--- config.mk ---
export PLATFORM = sky130hd
export DESIGN_NAME = tsc_timer_status
export DESIGN_NICKNAME = d
export VERILOG_FILES = /design/src/tsc_pkg.sv /design/src/tsc_evt_if.sv /design/src/tsc_event_detect.sv /design/src/tsc_flag_bank.sv /design/src/tsc_timer_status.sv
export VERILOG_INCLUDE_DIRS = /design/src
export SDC_FILE = /design/constraint.sdc
export NUM_CORES = 1
export LEC_CHECK = 0
export ABC_CLOCK_PERIOD_IN_PS = 2950
export BUFFER_PORTS_ARGS = -buffer_cell sky130_fd_sc_hd__buf_2
export CORE_AREA = 4 4 113 115
export CTS_BUF_LIST = sky130_fd_sc_hd__clkbuf_4 sky130_fd_sc_hd__clkbuf_8
export DETAILED_ROUTE_END_ITERATION = 8
export DIE_AREA = 0 0 117 119
export PLACE_DENSITY = 0.65
export RECOVER_POWER = 100
export SETUP_SLACK_MARGIN = 0.05
export SYNTH_ARGS = -nofsm -noshare
export SYNTH_HDL_FRONTEND = slang
export SYNTH_HIERARCHICAL = 1
export SYNTH_SLANG_ARGS = --single-unit
--- constraint.sdc ---
create_clock -name clk_in -period 2.95 [get_ports clk_in]
set_input_delay 0.295 -clock clk_in [delete_from_list [all_inputs] [get_ports clk_in]]
set_output_delay 0.295 -clock clk_in [all_outputs]
set_load 0.02 [all_outputs]
--- src/tsc_cfg.svh ---
`ifndef TSC_CFG_SVH
`define TSC_CFG_SVH

// ----------------------------------------
// Bus and datapath widths
// ----------------------------------------
`define TSC_ADDR_W        12
`define TSC_DATA_W        32
`define TSC_CNT_W         16
`define TSC_FLAG_W        3

// ----------------------------------------
// Register byte offsets
// ----------------------------------------
`define TSC_OFS_STATUS    12'h000
`define TSC_OFS_ENABLE    12'h004
`define TSC_OFS_COUNT     12'h008
`define TSC_OFS_CMP_A     12'h00C
`define TSC_OFS_CMP_B     12'h010

// ----------------------------------------
// Flag and enable bit positions
// ----------------------------------------
`define TSC_BIT_MATCH_A   0
`define TSC_BIT_MATCH_B   1
`define TSC_BIT_OVF       2

// ----------------------------------------
// Reset values and counter limits
// ----------------------------------------
`define TSC_RST_FLAGS     3'h0
`define TSC_RST_ENABLE    3'h0
`define TSC_RST_CMP       16'h0000
`define TSC_RST_DATA      32'h0000_0000
`define TSC_CNT_MAX       16'hFFFF

`endif

--- src/tsc_pkg.sv ---
`include "tsc_cfg.svh"

package tsc_pkg;

    typedef logic [`TSC_CNT_W-1:0]  tsc_cnt_t;
    typedef logic [`TSC_FLAG_W-1:0] tsc_flag_t;
    typedef logic [`TSC_DATA_W-1:0] tsc_word_t;

    typedef enum logic [2:0] {
        TSC_SEL_STATUS,
        TSC_SEL_ENABLE,
        TSC_SEL_COUNT,
        TSC_SEL_CMP_A,
        TSC_SEL_CMP_B,
        TSC_SEL_NONE
    } tsc_sel_t;

endpackage : tsc_pkg

--- src/tsc_evt_if.sv ---
`timescale 1ns/1ns

interface tsc_evt_if;
    import tsc_pkg::*;

    tsc_cnt_t  count;
    tsc_cnt_t  cmp_a;
    tsc_cnt_t  cmp_b;
    tsc_flag_t events;
    tsc_flag_t clear;
    tsc_flag_t flags;

    modport detect (input count, input cmp_a, input cmp_b, output events);
    modport bank   (input events, input clear, output flags);
    modport ctl    (output count, output cmp_a, output cmp_b, output clear, input events, input flags);
endinterface : tsc_evt_if

--- src/tsc_event_detect.sv ---
`timescale 1ns/1ns
`include "tsc_cfg.svh"

module tsc_event_detect
    import tsc_pkg::*;
(
    // Clock and reset
    input  wire logic  clk_in,
    input  wire logic  reset_in,
    // Event channel
    tsc_evt_if.detect  evt
);

    tsc_cnt_t prev_q;
    logic     prev_vld_q;
    logic     advanced;

    always_ff @(posedge clk_in or posedge reset_in) begin
        if (reset_in) begin
            prev_q     <= `TSC_RST_CMP;
            prev_vld_q <= 1'b0;
        end else begin
            prev_q     <= evt.count;
            prev_vld_q <= 1'b1;
        end
    end

    // Match only on entry, so a counter parked on the value does not refire
    assign advanced = prev_vld_q && (prev_q != evt.count);

    always_comb begin
        evt.events = `TSC_RST_FLAGS;
        evt.events[`TSC_BIT_OVF]     = prev_vld_q && (prev_q == `TSC_CNT_MAX) && (evt.count == '0);
        evt.events[`TSC_BIT_MATCH_B] = advanced && (evt.count == evt.cmp_b);
        evt.events[`TSC_BIT_MATCH_A] = advanced && (evt.count == evt.cmp_a);
    end

endmodule : tsc_event_detect

--- src/tsc_flag_bank.sv ---
`timescale 1ns/1ns
`include "tsc_cfg.svh"

module tsc_flag_bank
    import tsc_pkg::*;
(
    // Clock and reset
    input  wire logic  clk_in,
    input  wire logic  reset_in,
    // Event channel
    tsc_evt_if.bank    evt
);

    tsc_flag_t flags_q;

    // Set wins over a coinciding clear; mask plays no part here
    for (genvar i = 0; i < `TSC_FLAG_W; i++) begin : g_flag
        always_ff @(posedge clk_in or posedge reset_in) begin
            if (reset_in) begin
                flags_q[i] <= 1'b0;
            end else begin
                flags_q[i] <= (flags_q[i] & ~evt.clear[i]) | evt.events[i];
            end
        end
    end

    assign evt.flags = flags_q;

endmodule : tsc_flag_bank

--- src/tsc_timer_status.sv ---
`timescale 1ns/1ns
`include "tsc_cfg.svh"

module tsc_timer_status
    import tsc_pkg::*;
#(
    parameter int ADDR_W = `TSC_ADDR_W
)
(
    // Clock and reset
    input  wire logic              clk_in,
    input  wire logic              reset_in,
    // APB slave
    input  wire logic              psel_in,
    input  wire logic              penable_in,
    input  wire logic              pwrite_in,
    input  wire logic [ADDR_W-1:0] paddr_in,
    input  wire tsc_word_t         pwdata_in,
    output logic                   pready_out,
    output tsc_word_t              prdata_out,
    output logic                   pslverr_out,
    // Timer channel
    input  wire tsc_cnt_t          count_in,
    // Interrupt
    output logic                   irq_out
);

    // ----------------------------------------
    // Declarations
    // ----------------------------------------
    tsc_evt_if evt ();

    tsc_sel_t  sel;
    logic      setup;
    logic      done;
    logic      wr_done;
    logic      rd_done;

    logic      pready_q;
    tsc_word_t prdata_q;
    logic      pslverr_q;
    logic      irq_q;
    tsc_flag_t enable_q;
    tsc_cnt_t  cmp_a_q;
    tsc_cnt_t  cmp_b_q;
    tsc_flag_t reported_q;
    tsc_word_t rd_word;

    // ----------------------------------------
    // Event detection and sticky flags
    // ----------------------------------------
    tsc_event_detect u_detect (
        .clk_in   (clk_in),
        .reset_in (reset_in),
        .evt      (evt.detect)
    );

    tsc_flag_bank u_flags (
        .clk_in   (clk_in),
        .reset_in (reset_in),
        .evt      (evt.bank)
    );

    assign evt.count = count_in;
    assign evt.cmp_a = cmp_a_q;
    assign evt.cmp_b = cmp_b_q;

    // ----------------------------------------
    // Address decode
    // ----------------------------------------
    always_comb begin
        case (paddr_in)
            ADDR_W'(`TSC_OFS_STATUS): sel = TSC_SEL_STATUS;
            ADDR_W'(`TSC_OFS_ENABLE): sel = TSC_SEL_ENABLE;
            ADDR_W'(`TSC_OFS_COUNT):  sel = TSC_SEL_COUNT;
            ADDR_W'(`TSC_OFS_CMP_A):  sel = TSC_SEL_CMP_A;
            ADDR_W'(`TSC_OFS_CMP_B):  sel = TSC_SEL_CMP_B;
            default:                  sel = TSC_SEL_NONE;
        endcase
    end

    // Registered pready: one access cycle per transfer
    assign setup   = psel_in && !penable_in && !pready_q;
    assign done    = psel_in && penable_in && pready_q;
    assign wr_done = done && pwrite_in;
    assign rd_done = done && !pwrite_in;

    // ----------------------------------------
    // Read data mux
    // ----------------------------------------
    always_comb begin
        case (sel)
            TSC_SEL_STATUS: rd_word = `TSC_DATA_W'(evt.flags);
            TSC_SEL_ENABLE: rd_word = `TSC_DATA_W'(enable_q);
            TSC_SEL_COUNT:  rd_word = `TSC_DATA_W'(count_in);
            TSC_SEL_CMP_A:  rd_word = `TSC_DATA_W'(cmp_a_q);
            TSC_SEL_CMP_B:  rd_word = `TSC_DATA_W'(cmp_b_q);
            default:        rd_word = `TSC_RST_DATA;
        endcase
    end

    // ----------------------------------------
    // Bus handshake
    // ----------------------------------------
    always_ff @(posedge clk_in or posedge reset_in) begin
        if (reset_in) begin
            pready_q  <= 1'b0;
            pslverr_q <= 1'b0;
        end else begin
            pready_q  <= setup;
            pslverr_q <= setup && (sel == TSC_SEL_NONE);
        end
    end

    always_ff @(posedge clk_in or posedge reset_in) begin
        if (reset_in) begin
            prdata_q <= `TSC_RST_DATA;
        end else if (setup) begin
            prdata_q <= pwrite_in ? `TSC_RST_DATA : rd_word;
        end
    end

    // ----------------------------------------
    // Read-to-clear of status
    // ----------------------------------------
    // Clear only what the reader saw; later events survive the read
    always_ff @(posedge clk_in or posedge reset_in) begin
        if (reset_in) begin
            reported_q <= `TSC_RST_FLAGS;
        end else if (setup) begin
            reported_q <= (!pwrite_in && sel == TSC_SEL_STATUS) ? evt.flags : `TSC_RST_FLAGS;
        end
    end

    assign evt.clear = (rd_done && sel == TSC_SEL_STATUS) ? reported_q : `TSC_RST_FLAGS;

    // ----------------------------------------
    // Writable registers
    // ----------------------------------------
    always_ff @(posedge clk_in or posedge reset_in) begin
        if (reset_in) begin
            enable_q <= `TSC_RST_ENABLE;
        end else if (wr_done && sel == TSC_SEL_ENABLE) begin
            enable_q <= pwdata_in[`TSC_FLAG_W-1:0];
        end
    end

    always_ff @(posedge clk_in or posedge reset_in) begin
        if (reset_in) begin
            cmp_a_q <= `TSC_RST_CMP;
        end else if (wr_done && sel == TSC_SEL_CMP_A) begin
            cmp_a_q <= pwdata_in[`TSC_CNT_W-1:0];
        end
    end

    always_ff @(posedge clk_in or posedge reset_in) begin
        if (reset_in) begin
            cmp_b_q <= `TSC_RST_CMP;
        end else if (wr_done && sel == TSC_SEL_CMP_B) begin
            cmp_b_q <= pwdata_in[`TSC_CNT_W-1:0];
        end
    end

    // ----------------------------------------
    // Interrupt
    // ----------------------------------------
    // Registered to keep the output glitch free, at one cycle of latency
    always_ff @(posedge clk_in or posedge reset_in) begin
        if (reset_in) begin
            irq_q <= 1'b0;
        end else begin
            irq_q <= |(evt.flags & enable_q);
        end
    end

    assign pready_out  = pready_q;
    assign prdata_out  = prdata_q;
    assign pslverr_out = pslverr_q;
    assign irq_out     = irq_q;
endmodule : tsc_timer_status

==> flow_summary.json <==
{
  "cts_tree": "yes",
  "design.die.area_sq_um": 13900,
  "grt-ovfl-total": 0,
  "drv.max_cap_violation_count": 0,
  "timing.critical_path.cells": "dlygate4sd3_1 > clkbuf_1 > inv_1 > clkbuf_2",
  "drt_iter0_markers": 126,
  "power.ir.vdd_worst_uv": 227,
  "power_frac_comb": 0.087,
  "detailedPlacementHpwl_um": 7300,
  "syn_area_sq_um": 4030,
  "post-synth-top-area-cell": "dfrtp_1",
  "yosysWarnings": 6,
  "worst_ep_arrival_time_ns": 2.28,
  "dominantRegCellSynth": "dfrtp_1",
  "hold_path.class": "in2reg",
  "final_max_slew_viol_count": 0,
  "timing.max_slew.rel_slack": 0.236,
  "finalWorstPathRequiredPeriod_ns": 1.99,
  "design.final.nets": 477,
  "ys_types": 43,
  "finalHoldViolations": 0,
  "final_layout_size_suffix_gt1_frac": 0.192,
  "path_delay_family": "buffers and inverters",
  "timing.clock.skew_ns": 0.0114,
  "synth_async_sr_flop_share": 1.00,
  "postLayoutSetupSlackWorst_ns": 0.961,
  "min_delay_path_depth": 2,
  "postSynthRegisterBits": 77,
  "max_stage_delay_cell_worst_path": "clkbuf_2",
  "global_route.usage.total": 0.143,
  "first_global_vias": 2888,
  "fp.dieH_um": 119,
  "multi_input_logic_area_sq_um": 1840,
  "final_replace_weighted_congestion": 0.854,
  "drt_pre_antenna_iters": 4,
  "reg2reg_from": "pready_out$_DFF_PP0_",
  "detail_route.vias_per_cell": 5.01,
  "grt_start_max_net_pins": 46,
  "power_density_of_the_placed_cells_nw_per_um2": 478,
  "critPathMaxStageDelay_ns": 0.95,
  "cts_repair_resize_count": 0,
  "holdPathEnd": "cmp_a_q[11]$_DFFE_PP0P_",
  "post_cts_hold_buffer_count": 1,
  "num_vias": 2824,
  "cts_post_setup_buffers_inserted": 0,
  "drc_errors": 0,
  "worstSetupEndpointType": "asynchronous set/reset pin",
  "layout_area_overhead_pct": 13.4,
  "status": "finished clean",
  "synth_enable_flop_cells": 0,
  "cp_max_fo": 45,
  "hold_path_startpoint": "pwdata_in[11]",
  "routed_wl_um": 9850,
  "post_synth.cell_area_avg_sq_um": 11.8,
  "core-area_sq_um": 11800,
  "power.share.sequential": 0.493,
  "grt_antenna_before_repair": 0,
  "avgRoutedWirePerCell_um": 17.5,
  "grt_first_pass_wirelength_um": 15400,
  "switching_component_of_the_power_uw": 525,
  "n_antenna_cell": 0,
  "worstPathRequired_ns": 3.24,
  "setup_violations": 0,
  "sequential_cell_area_sq_um": 1930,
  "cts_root_buf": "clkbuf_8",
  "share_clk_of_total_power": 0.420,
  "grt_setup_unrepaired": "false",
  "share_of_the_clock_period_used_by_the_worst_path_after_layout": 0.674,
  "cts-htree-levels": 3,
  "numClockSinks": 77,
  "cts_inserted_buffers": 9,
  "filler_cell_count": 1191,
  "port_buffers": 67,
  "totalNegativeSetupSlack_ns": 0,
  "i_o_pins": 100,
  "ctsLongestPathBuffers": 2,
  "post_synth_inst_count": 341,
  "critPathBufInv": 4,
  "clock_latency_ns": 0.35,
  "ant_nets": 0,
  "dpl_worst_slack_ns": 0.706,
  "tightestPinTransition_ns": 1.15,
  "fmax_ghz": 0.503,
  "power.share.switching": 0.240,
  "initial_utilization": 0.341,
  "rows": 40,
  "die-width_um": 117,
  "r2r_cells": 6,
  "post_synth_main_area_contributors": "dfrtp_1 (48%), mux2_4 (7.4%), xor2_1 (7.2%)",
  "critPathLaunchType": "input pin",
  "critPathKind": "in2async",
  "regToRegSetupSlack_ns": 1.03,
  "r2r_end": "prdata_out[7]$_DFFE_PP0P_",
  "cell_internal_pwr_mw": 1.66,
  "p_leak_nw": 2.28,
  "cts_clock_pin_slew_for_the_worst_setup_and_hold_paths_ns": 0.08,
  "yosysSeqAreaShare": 0.478,
  "synth_top_area_share": 0.478
}
## placed cells by master, fill, tap and decap left out, types with 14 or more instances in the layout
cell type  count
inv_1         14
conb_1        17
a22oi_1       15
buf_2         31
dfrtp_1       77
xor2_1        33
mux2_2        15
a22o_1        20
nand2_1       33
clkbuf_1      37
mux2_1        20
## layout make-up
| type | instances | share of cell area |
|---|---|---|
| multi-input combinational | 236 | 0.403 |
| timing repair buffer | 74 | 0.0742 |
| clock inverter | 4 | 0.0153 |
| inverter | 14 | 0.0115 |
| clock buffer | 12 | 0.0348 |
| sequential | 77 | 0.421 |
| tap | 147 | 0.0402 |
## Yosys cell counts, types with 4 or more instances
master / count
mux2_2: 15
nand3_1: 4
a22oi_1: 15
xor2_1: 33
a22o_1: 20
nand2_1: 33
xnor2_1: 11
inv_1: 14
buf_4: 16
mux2_4: 20
nor2_1: 6
nor4_1: 9
dfrtp_1: 77
clkbuf_1: 7
nand4_1: 5
## worst max-delay path by stage
stage | startpoint | end | cells past startpoint
2_1_floorplan | paddr_in[9] | cmp_b_q[0]$_DFFE_PP0P_ | 5
3_3_place_gp | paddr_in[9] | cmp_b_q[6]$_DFFE_PP0P_ | 5
3_5_place_dp | paddr_in[9] | cmp_b_q[7]$_DFFE_PP0P_ | 5
4_1_cts | paddr_in[9] | cmp_b_q[8]$_DFFE_PP0P_ | 5
5_1_grt | reset_in | cmp_b_q[0]$_DFFE_PP0P_ | 4
6_report | reset_in | cmp_b_q[0]$_DFFE_PP0P_ | 4
## per-layer routing
layer  wire [um]  GRT usage
met5           0          0
met1        4690      0.202
met2        4570      0.224
met4         113     0.0344
met3         476     0.0305
## stage by stage
step | area [sq um] | hold WS (ns) | utilization | std cells | total power [mW]
2_1_floorplan | 4090 | 0.0486 | - | 356 | 1.22
4_1_cts | 4710 | 0.125 | 0.399 | 564 | 2.21
6_report | 4570 | 0.170 | 0.387 | 564 | 2.18
5_1_grt | 4570 | 0.176 | 0.387 | 564 | 2.27
3_5_place_dp | 4470 | 0.194 | 0.378 | 547 | 1.30
3_3_place_gp | 4470 | 0.191 | 0.378 | 547 | 1.29
## registers in the layout (all words and copies together) (netlist names), 3 cells and up
| signal | count |
|---|---|
| cmp_a_q | 16 |
| cmp_b_q | 16 |
| prdata_out | 16 |
| u_detect/prev_q | 16 |
| enable_q | 3 |
| reported_q | 3 |
| u_flags/evt.flags | 3 |
## power by group through the flow
stage / Clock, mW / Sequential, mW / Combinational [mW]
3_5_place_dp: 0 / 1.10 / 0.199
6_report: 0.917 / 1.08 / 0.191
2_1_floorplan: 0 / 1.10 / 0.123
5_1_grt: 0.981 / 1.08 / 0.212
4_1_cts: 0.932 / 1.08 / 0.201
3_3_place_gp: 0 / 1.10 / 0.196
## logic make-up after synthesis
kind of cell    after synthesis  synth area share
simple gates                 90             0.145
flops                        77             0.478
compound gates               47            0.0944
xor+xnor                     44            0.0956
buf+inv                      43            0.0615
mux                          38             0.124
other cells                   2           0.00186
Note: power is estimated with default switching activity, not from simulation.
